### config.mk
export PLATFORM = sky130hd
export DESIGN_NAME = call_clear_watchdog_exec
export DESIGN_NICKNAME = d
export VERILOG_FILES = /design/src/rtl/exec_pkg.sv /design/src/rtl/call_clear_watchdog_exec.sv /design/src/rtl/preclear_tracker.sv
export SDC_FILE = /design/constraint.sdc
export NUM_CORES = 1
export LEC_CHECK = 0
export BUFFER_PORTS_ARGS = -buffer_cell sky130_fd_sc_hd__buf_2
export CELL_PAD_IN_SITES_DETAIL_PLACEMENT = 2
export CELL_PAD_IN_SITES_GLOBAL_PLACEMENT = 2
export CORE_MARGIN = 2
export CORE_UTILIZATION = 28
export DETAILED_ROUTE_END_ITERATION = 8
export GPL_TIMING_DRIVEN = 0
export PLACE_DENSITY = 0.81
export SYNTH_ARGS = -nofsm -noshare
export SYNTH_HDL_FRONTEND = slang
export SYNTH_HIERARCHICAL = 1
export SYNTH_SLANG_ARGS = --single-unit
### constraint.sdc
create_clock -name clk -period 2.6 [get_ports clk]
set_input_delay 0.39 -clock clk [delete_from_list [all_inputs] [get_ports clk]]
set_output_delay 0.39 -clock clk [all_outputs]
set_load 0.005 [all_outputs]
### src/rtl/exec_pkg.sv
package exec_pkg;

    // ------------------------------------------------------------------
    // Widths
    // ------------------------------------------------------------------

    // Program counter width, enough for a 2048-word program store.
    localparam int PC_W = 11;
    // Data memory address and data widths.
    localparam int DADDR_W = 8;
    localparam int DATA_W = 8;
    // Width of the bit selector within a data byte.
    localparam int BITSEL_W = 3;

    // ------------------------------------------------------------------
    // Constants
    // ------------------------------------------------------------------

    // Step from the current instruction to the return address.
    localparam logic [PC_W-1:0] RET_STEP = 11'h001;
    // Value written by a byte clear.
    localparam logic [DATA_W-1:0] CLEAR_BYTE = 8'h00;
    // Mask covering every bit of a byte.
    localparam logic [DATA_W-1:0] FULL_MASK = 8'hFF;
    // Mask for bit 0, shifted to pick a single bit.
    localparam logic [DATA_W-1:0] BIT0_MASK = 8'h01;
    // Flag reset values.
    localparam logic FLAG_RESET = 1'b0;

    // ------------------------------------------------------------------
    // Enumerations
    // ------------------------------------------------------------------

    // Instruction group handled by this unit.
    typedef enum logic [2:0] {
        OP_NONE = 3'b000,
        OP_CALL = 3'b001,
        OP_CLR_BYTE = 3'b010,
        OP_CLR_BIT = 3'b011,
        OP_WDT_SINGLE = 3'b100,
        OP_WDT_FIRST = 3'b101,
        OP_WDT_SECOND = 3'b110
    } op_t;

    // Execution sequencer states.
    typedef enum logic [0:0] {
        ST_IDLE = 1'b0,
        ST_CALL2 = 1'b1
    } exec_state_t;

    // Which pre-clear ran last without its partner.
    typedef enum logic [1:0] {
        PRE_NONE = 2'b00,
        PRE_FIRST = 2'b01,
        PRE_SECOND = 2'b10
    } pre_state_t;

    // ------------------------------------------------------------------
    // Carriers
    // ------------------------------------------------------------------

    // Decoded instruction from the decode stage.
    typedef struct packed {
        logic valid;
        op_t op;
        logic [PC_W-1:0] pc;
        logic [PC_W-1:0] target;
        logic [DADDR_W-1:0] addr;
        logic [BITSEL_W-1:0] bitsel;
    } instr_t;

    // Masked write toward data memory.
    typedef struct packed {
        logic en;
        logic [DADDR_W-1:0] addr;
        logic [DATA_W-1:0] mask;
        logic [DATA_W-1:0] data;
    } mem_wr_t;

endpackage : exec_pkg

### src/rtl/call_clear_watchdog_exec.sv
// Summary of operation
// - Call pushes program counter plus one, flags kept
// - Call then loads program counter with target
// - Call takes two instruction cycles
// - Byte clear writes zero, flags kept
// - Bit clear zeroes only selected bit
// - Single clear resets watchdog and both flags
// - First pre-clear acts only alternating with second
// - Second pre-clear acts only alternating with first
// - Repeated same pre-clear has no effect
// - Pre-clears clear flags only after a completed pair, unrelated work between allowed
`timescale 1ns/10ps
`default_nettype none

module call_clear_watchdog_exec (
    // Clock and reset
    input wire logic clk,
    input wire logic reset_n,
    // Decoded instruction
    input wire exec_pkg::instr_t instr,
    // Flag set events from the watchdog and power-down logic
    input wire logic timeout_set,
    input wire logic powerdown_set,
    // Sequencer status
    output logic busy,
    // Return stack push
    output logic stack_push,
    output logic [exec_pkg::PC_W-1:0] stack_data,
    // Program counter load
    output logic pc_load,
    output logic [exec_pkg::PC_W-1:0] pc_target,
    // Data memory write
    output exec_pkg::mem_wr_t mem_wr,
    // Watchdog control and status flags
    output logic watchdog_clear,
    output logic timeout_flag,
    output logic powerdown_flag
);

    // ------------------------------------------------------------------
    // Declarations
    // ------------------------------------------------------------------

    // Sequencer state; a call holds the unit for its second cycle.
    exec_pkg::exec_state_t state_reg;
    exec_pkg::exec_state_t state_next;
    // Call target, held across the two call cycles.
    logic [exec_pkg::PC_W-1:0] target_reg;
    logic [exec_pkg::PC_W-1:0] target_next;
    // Registered outputs.
    logic busy_reg;
    logic busy_next;
    logic push_reg;
    logic push_next;
    logic [exec_pkg::PC_W-1:0] push_data_reg;
    logic [exec_pkg::PC_W-1:0] push_data_next;
    logic load_reg;
    logic load_next;
    exec_pkg::mem_wr_t wr_reg;
    exec_pkg::mem_wr_t wr_next;
    logic wdt_clr_reg;
    logic wdt_clr_next;
    logic timeout_reg;
    logic timeout_next;
    logic powerdown_reg;
    logic powerdown_next;
    // An instruction is taken only while no call is in its second cycle.
    logic accept;
    // Pre-clear strobes and pair completion.
    logic first_strobe;
    logic second_strobe;
    logic pair_done;
    // Any source of a watchdog clear this cycle.
    logic clear_req;

    // ------------------------------------------------------------------
    // Decode
    // ------------------------------------------------------------------

    // The decode stage must hold off while busy; anything offered is ignored.
    assign accept = instr.valid && !busy_reg;
    assign first_strobe = accept && (instr.op == exec_pkg::OP_WDT_FIRST);
    assign second_strobe = accept && (instr.op == exec_pkg::OP_WDT_SECOND);

    // Alternation of the two pre-clear halves lives in its own tracker.
    preclear_tracker u_tracker (
        .clk(clk),
        .reset_n(reset_n),
        .first_strobe(first_strobe),
        .second_strobe(second_strobe),
        .pair_done(pair_done)
    );

    assign clear_req = (accept && (instr.op == exec_pkg::OP_WDT_SINGLE)) || pair_done;

    // ------------------------------------------------------------------
    // Sequencer and outputs
    // ------------------------------------------------------------------

    // Computes every next value but the flags; strobes default low each cycle.
    always_comb begin
        state_next = state_reg;
        target_next = target_reg;
        busy_next = 1'b0;
        push_next = 1'b0;
        push_data_next = push_data_reg;
        load_next = 1'b0;
        wr_next = wr_reg;
        wr_next.en = 1'b0;
        wdt_clr_next = clear_req;
        case (state_reg)
            exec_pkg::ST_IDLE: begin
                if (accept) begin
                    case (instr.op)
                        exec_pkg::OP_CALL: begin
                            push_next = 1'b1;
                            push_data_next = instr.pc + exec_pkg::RET_STEP;
                            target_next = instr.target;
                            busy_next = 1'b1;
                            state_next = exec_pkg::ST_CALL2;
                        end
                        exec_pkg::OP_CLR_BYTE: begin
                            wr_next.en = 1'b1;
                            wr_next.addr = instr.addr;
                            wr_next.mask = exec_pkg::FULL_MASK;
                            wr_next.data = exec_pkg::CLEAR_BYTE;
                        end
                        exec_pkg::OP_CLR_BIT: begin
                            wr_next.en = 1'b1;
                            wr_next.addr = instr.addr;
                            wr_next.mask = exec_pkg::BIT0_MASK << instr.bitsel;
                            wr_next.data = exec_pkg::CLEAR_BYTE;
                        end
                        default: begin
                            // Watchdog clears need no sequencing here.
                            state_next = exec_pkg::ST_IDLE;
                        end
                    endcase
                end
            end
            exec_pkg::ST_CALL2: begin
                load_next = 1'b1;
                state_next = exec_pkg::ST_IDLE;
            end
            default: begin
                state_next = exec_pkg::ST_IDLE;
            end
        endcase
    end

    // Flag next values. A set in the same cycle as a clear wins so that a
    // time-out or power-down event is never lost to a racing clear.
    always_comb begin
        timeout_next = timeout_reg;
        powerdown_next = powerdown_reg;
        if (clear_req) begin
            timeout_next = 1'b0;
            powerdown_next = 1'b0;
        end
        if (timeout_set) begin
            timeout_next = 1'b1;
        end
        if (powerdown_set) begin
            powerdown_next = 1'b1;
        end
    end

    // Registers all state and outputs.
    always_ff @(posedge clk) begin
        if (!reset_n) begin
            state_reg <= exec_pkg::ST_IDLE;
            target_reg <= '0;
            busy_reg <= 1'b0;
            push_reg <= 1'b0;
            push_data_reg <= '0;
            load_reg <= 1'b0;
            wr_reg <= '0;
            wdt_clr_reg <= 1'b0;
            timeout_reg <= exec_pkg::FLAG_RESET;
            powerdown_reg <= exec_pkg::FLAG_RESET;
        end else begin
            state_reg <= state_next;
            target_reg <= target_next;
            busy_reg <= busy_next;
            push_reg <= push_next;
            push_data_reg <= push_data_next;
            load_reg <= load_next;
            wr_reg <= wr_next;
            wdt_clr_reg <= wdt_clr_next;
            timeout_reg <= timeout_next;
            powerdown_reg <= powerdown_next;
        end
    end

    // Every output comes straight from a flip-flop.
    assign busy = busy_reg;
    assign stack_push = push_reg;
    assign stack_data = push_data_reg;
    assign pc_load = load_reg;
    assign pc_target = target_reg;
    assign mem_wr = wr_reg;
    assign watchdog_clear = wdt_clr_reg;
    assign timeout_flag = timeout_reg;
    assign powerdown_flag = powerdown_reg;

    // Reference of the last unmatched pre-clear half, kept apart from the tracker.
    exec_pkg::pre_state_t ref_half_reg;
    exec_pkg::pre_state_t ref_half_next;
    logic ref_pair;
    assign ref_pair = (first_strobe && ref_half_reg == exec_pkg::PRE_SECOND)
        || (second_strobe && ref_half_reg == exec_pkg::PRE_FIRST);

    // The opposite half empties the reference; any other half arms it.
    always_comb begin
        ref_half_next = ref_half_reg;
        if (ref_pair) begin
            ref_half_next = exec_pkg::PRE_NONE;
        end else if (first_strobe) begin
            ref_half_next = exec_pkg::PRE_FIRST;
        end else if (second_strobe) begin
            ref_half_next = exec_pkg::PRE_SECOND;
        end
    end

    // Registers the reference; reset empties it.
    always_ff @(posedge clk) begin
        ref_half_reg <= reset_n ? ref_half_next : exec_pkg::PRE_NONE;
    end
endmodule : call_clear_watchdog_exec

`default_nettype wire

### src/rtl/preclear_tracker.sv
`timescale 1ns/10ps
`default_nettype none

module preclear_tracker (
    // Clock and reset
    input wire logic clk,
    input wire logic reset_n,
    // Pre-clear strobes, one cycle each
    input wire logic first_strobe,
    input wire logic second_strobe,
    // Pair completed this cycle
    output logic pair_done
);

    // ------------------------------------------------------------------
    // Tracking state
    // ------------------------------------------------------------------

    // Remembers the half of the pair that ran last without its partner.
    exec_pkg::pre_state_t pre_reg;
    exec_pkg::pre_state_t pre_next;

    // Next state and completion. Other instructions leave the state alone.
    always_comb begin
        pre_next = pre_reg;
        pair_done = 1'b0;
        if (first_strobe) begin
            if (pre_reg == exec_pkg::PRE_SECOND) begin
                pair_done = 1'b1;
                pre_next = exec_pkg::PRE_NONE;
            end else begin
                // repeat only re-arms
                // A repeated first half only re-arms; it clears nothing.
                pre_next = exec_pkg::PRE_FIRST;
            end
        end else if (second_strobe) begin
            if (pre_reg == exec_pkg::PRE_FIRST) begin
                pair_done = 1'b1;
                pre_next = exec_pkg::PRE_NONE;
            end else begin
                pre_next = exec_pkg::PRE_SECOND;
            end
        end
    end

    // Registers the tracking state.
    always_ff @(posedge clk) begin
        if (!reset_n) begin
            pre_reg <= exec_pkg::PRE_NONE;
        end else begin
            pre_reg <= pre_next;
        end
    end

endmodule : preclear_tracker

`default_nettype wire

Word-level counts from Yosys, hierarchy flattened
Cells that the tools add are included.
Word-level totals
  flip-flop bits (word level): 55
  latch bits: 0
  bits in writable memories: 0
  ROM bits: 0
  bits of input ports: 41
  word-level logic and storage cells: 56
  memories: 0
Operators by class
  add/subtract/negate cells: 1
  multipliers: 0
  div/mod/pow operators: 0
  magnitude comparators: 0
  eq/ne operators: 8
  shift-type cells: 1
  muxes and demuxes: 16
  bitwise logic cells: 3
  reductions and logical operators: 14
Operator list (count)
  $pmux 25 s2: 1
  $add 11x1->11 const B: 1
  $mux 1: 11
  $eq 3x3->1 const B: 3
  $reduce_bool 2->1: 4
  $shl 1x3->8 const A: 1
  $eq 3x2->1 const B: 2
  $mux 2: 3
  $reduce_and 3->1: 2
  $logic_and 1x1->1: 4
  $eq 3x1->1 const B: 1
  $not 1->1: 3
  $reduce_or 3->1: 1
  $eq 2x1->1 const B: 1
  $eq 2x2->1 const B: 1
  $pmux 1 s2: 1
  $reduce_or 2->1: 1
  $logic_not 1->1: 1
  $logic_or 1x1->1: 1

Longest topological paths before layout
  word-level depth: 8
  gate-level depth with buffers: 8
  mapped depth without buffers: 6

Modules after synthesis
Netlist, hierarchy kept.
By module, submodules not included
  call_clear_watchdog_exec: instances 1, cells each 214, area each 1941.9 µm², seq. area each 880.8 µm²
  preclear_tracker: instances 1, cells each 12, area each 102.6 µm², seq. area each 40.0 µm²

Least setup slack after synthesis
Ideal clock, no wire load.
  path type: input port to flip-flop
  start: input instr[33] (netlist name)
  end: register wdt_clr_reg (netlist: watchdog_clear)
  arrival time: 1.718 ns
  required time: 2.485 ns
  setup slack: 0.767 ns
  stages on the path: 8
  path through: buf_2 and2b_1 buf_2 and4b_1 and3b_1 a31o_1 a21o_1 and2_1
RTL lines
  from (decl): RTL line call_clear_watchdog_exec.sv:20  | input wire exec_pkg::instr_t instr,
  $eq 3x3->1: RTL line call_clear_watchdog_exec.sv:82  | assign first_strobe = accept && (instr.op == exec_pkg::OP_WDT_FIRST);
  $logic_and 1x1->1: RTL line call_clear_watchdog_exec.sv:82
  net first_strobe: RTL line call_clear_watchdog_exec.sv:70  | logic first_strobe;
  $mux 1: RTL line preclear_tracker.sv:27  | if (first_strobe) begin
  net pair_done: RTL line call_clear_watchdog_exec.sv:72  | logic pair_done;
  $logic_or 1x1->1: RTL line call_clear_watchdog_exec.sv:94  | assign clear_req = (accept && (instr.op == exec_pkg::OP_WDT_SINGLE)) || pair_done;
  to (signal assigned): RTL line call_clear_watchdog_exec.sv:189  | wdt_clr_reg <= wdt_clr_next;
  to (decl): RTL line call_clear_watchdog_exec.sv:61  | logic wdt_clr_reg;
The timed path passes the listed nets, and every way through them passes these cells.
A chain may end at the register's enable or synchronous reset.

Final worst setup path
Ends and elaborated chain as after synthesis.

==> flow_summary.yaml <==
critical_path:
  path_class: "in -> reg"
  crit_family: "simple AND/OR/NAND/NOR gates"
  reg2regPathDepth: 6
  r2r_setup_slack_ns: 0.78
  crit_path_start_kind: "input port"
  cp_data_required_time_ns: 2.79
  crit_chain: "buf_2 -> buf_2 -> and2b_1 -> buf_2 -> and4b_1 -> nor2b_1 -> a31o_1 -> a21o_1 -> and2_1"
  setup.worst_path.end_class: "flop"
  path_max_fanout: 10
  cp.arrival_ns: 2.13
  cp_num_cells: 9
  r2r-start: "state_reg$_SDFF_PP0_"
  crit_path_max_incr_delay_ns: 0.30
  cp_common_cell: "buf_2"
  r2r_end: "timeout_flag$_SDFFE_PN0P_"
  crit_start: "instr[33]"
  timing.critical_path.buf_inv: 3
  cp_slowest_cell: "and4b_1"
clock_network:
  cts.sinks: 46
  cts_setup_buffers: 0
  max-clock-path-buffers: 2
  cts_tree: "built"
  cts_root_buf: "clkbuf_8"
  cts-htree-levels: 2
  post_cts_resized: 0
  clock_latency_ns: 0.29
  cts_hold_repair.buffers: 0
  cts-buffers-inserted: 5
  cts.clk_slew.worst_paths_ns: 0.08
sta:
  clock_skew_ns: 0.007855
  finalCriticalPeriod_ns: 1.942
  drv_slew: 0
  rsz0062_at_grt: "no"
  hold_viol: 0
  fin_tns_setup_ns: 0
  finalCritPeriodShare_pct: 74.71
  setup_violations: 0
  tightest_slew_ns: 0.5835
  fmax_ghz: 0.5148
  max_slew_margin_pct: 61.10
  setup_slack_ns: 0.6576
placed_design:
  port_buffers: 84
  dp_slack_ns: 0.3758
  dpl_cell_area_mm2: 0.002615
  hpwlAfterDp_um: 5035
  place_congestion: 0.7162
die:
  core_area_mm2: 0.007176
  rows: 31
  initial_utilization_pct: 28.49
  ioPinCount: 94
  fp.dieH_um: 89.45
  die_x_um: 89.45
  design.die.area_mm2: 0.008001
logic_synthesis:
  synth_area_leaders: "dfxtp_1 45%, a21oi_1 5.6%, nand3_1 4.4%, mux2i_1 3.9%, o21ai_0 3.9%"
  yosysMostFrequentCell: "dfxtp_1"
  synth_top_cell_by_area: "dfxtp_1"
  synth_ff_type: "dfxtp_1"
  seq_area_frac_synth_pct: 45.04
  synth_cell_type_count: 45
  synthCells: 226
  async_flop_share_pct: 0
  syn_area_mm2: 0.002044
  synth.top_cells.by_count: "46 x dfxtp_1, 23 x a21oi_1, 18 x nand3_1"
  synth_edf_count: 0
  yosysTopAreaCellShare_pct: 45.04
  syn_area_per_cell_um2: 9.046
  synth_warnings: 6
  yosys_register_bits: 46
routing:
  wl_per_cell_um: 14.87
  drc: 0
  drt_first_pass_iters: 4
  vias: 2028
  drtIter0Drc: 22
  via_per_inst: 4.806
  ant_nets: 0
  drt-total-wl_um: 6276
final_layout:
  largest_register_ffs: 17
  stdcell_area_mm2: 0.002698
  nFillCells: 856
  n_antenna_cell: 0
  final_nets: 366
  areaGrowthSynthToFinish_pct: 31.95
  drive_gt1_share_pct: 35.91
power:
  powerDensity_mw_per_mm2: 505.7
  p_leak_nw: 1.203
  ir_worst_vdd_v: 0.0001698
global_route:
  grt_start_max_net_pins: 13
  overflow: 0
  grt_pass1_wl_um: 9646
  grt_usage_pct: 15.77
  antenna_found_initial: 0
  grt_pass1_vias: 2012
worst_hold_path:
  whs_endpoint: "powerdown_flag$_SDFFE_PN0P_"
  min_path_cells: 3
  min_from: "powerdown_set"
  min-delay-path-class: "in -> reg"
outcome:
  outcome: "finished, final reports clean"
flow_run:
  maxCapViolations: 0
==> cell usage in the layout, fill, tap and decap left out, types with 2 or more instances in the layout <==
cell and count:
a211oi_1 4, a21oi_1 23, a311oi_1 7, a311oi_2 3
and2_1 3, buf_2 91, buf_4 10, clkbuf_1 7
clkbuf_8 6, conb_1 8, dfxtp_1 46, inv_1 6
mux2i_1 8, nand2_1 8, nand2b_1 2, nand3_1 18
nand3_2 2, nor2_1 15, nor3_1 5, nor4bb_1 2
o21ai_0 16, o311a_1 3, o31ai_1 4, or4_1 3
xor2_1 2
==> tightest hold or removal path, cell delays in order <==
cell and delay [ns]:
buf_2 0.08, nand2_1 0.04, o21ai_0 0.05
==> per-stage QoR <==
step                hold WS, ns  power, mW  utilization, %  instances
floorplan                0.4445     0.8615               -        233
global placement         0.4422     0.9515           36.44        416
detailed placement       0.4586     0.9592           36.44        416
CTS                      0.2933      1.389           37.59        422
global route             0.3001      1.450           37.59        422
finish                   0.3004      1.364           37.59        422
==> per-layer routing <==
metal  GRT usage, %  vias up  wire length (um)
met1          19.32      946              2730
met5              0        -                 0
met4          4.885        0               104
li1               -      996                 -
met2          26.80       76              3011
met3          4.432       10               430
==> worst max path at each step <==
| stage | slack [ns] | to |
|---|---|---|
| final | 0.66 | watchdog_clear$_SDFF_PN0_ |
| after global routing | 0.55 | watchdog_clear$_SDFF_PN0_ |
| after CTS | 0.67 | watchdog_clear$_SDFF_PN0_ |
| after detailed placement | 0.38 | watchdog_clear$_SDFF_PN0_ |
| after global placement | 0.41 | watchdog_clear$_SDFF_PN0_ |
| after floorplan | 0.77 | watchdog_clear$_SDFF_PN0_ |
==> cell type report <==
cell class	instances	area, um2	share of cell area [%]
multi-input combinational	156	987.2	36.60
sequential	46	920.9	34.14
timing repair buffer	84	420.4	15.58
buffer	25	140.1	5.195
tap	99	123.9	4.592
clock buffer	6	82.58	3.061
inverter	6	22.52	0.8349
==> power by group <==
part           switching [mW]  total [mW]  leakage, nW  internal (mW)
Sequential             0.0129       0.742        0.374          0.729
Combinational           0.113       0.199        0.785         0.0860
Clock                   0.217       0.423       0.0431          0.205
Total                   0.344        1.36         1.20           1.02
==> cell families (layout without fill, tap and decap cells) <==
| logic type | Yosys count | in the layout | synth area share [%] |
|---|---|---|---|
| flops | 46 | 46 | 45.04 |
| buf+inv | 31 | 121 | 7.956 |
| fa+ha+maj | 1 | 1 | 0.6119 |
| simple gates | 71 | 71 | 19.89 |
| other cells | 1 | 8 | 0.1834 |
| xor+xnor | 3 | 3 | 1.285 |
| compound gates | 65 | 65 | 21.11 |
| mux | 8 | 8 | 3.917 |
Note: power is estimated with default switching activity, not from simulation.
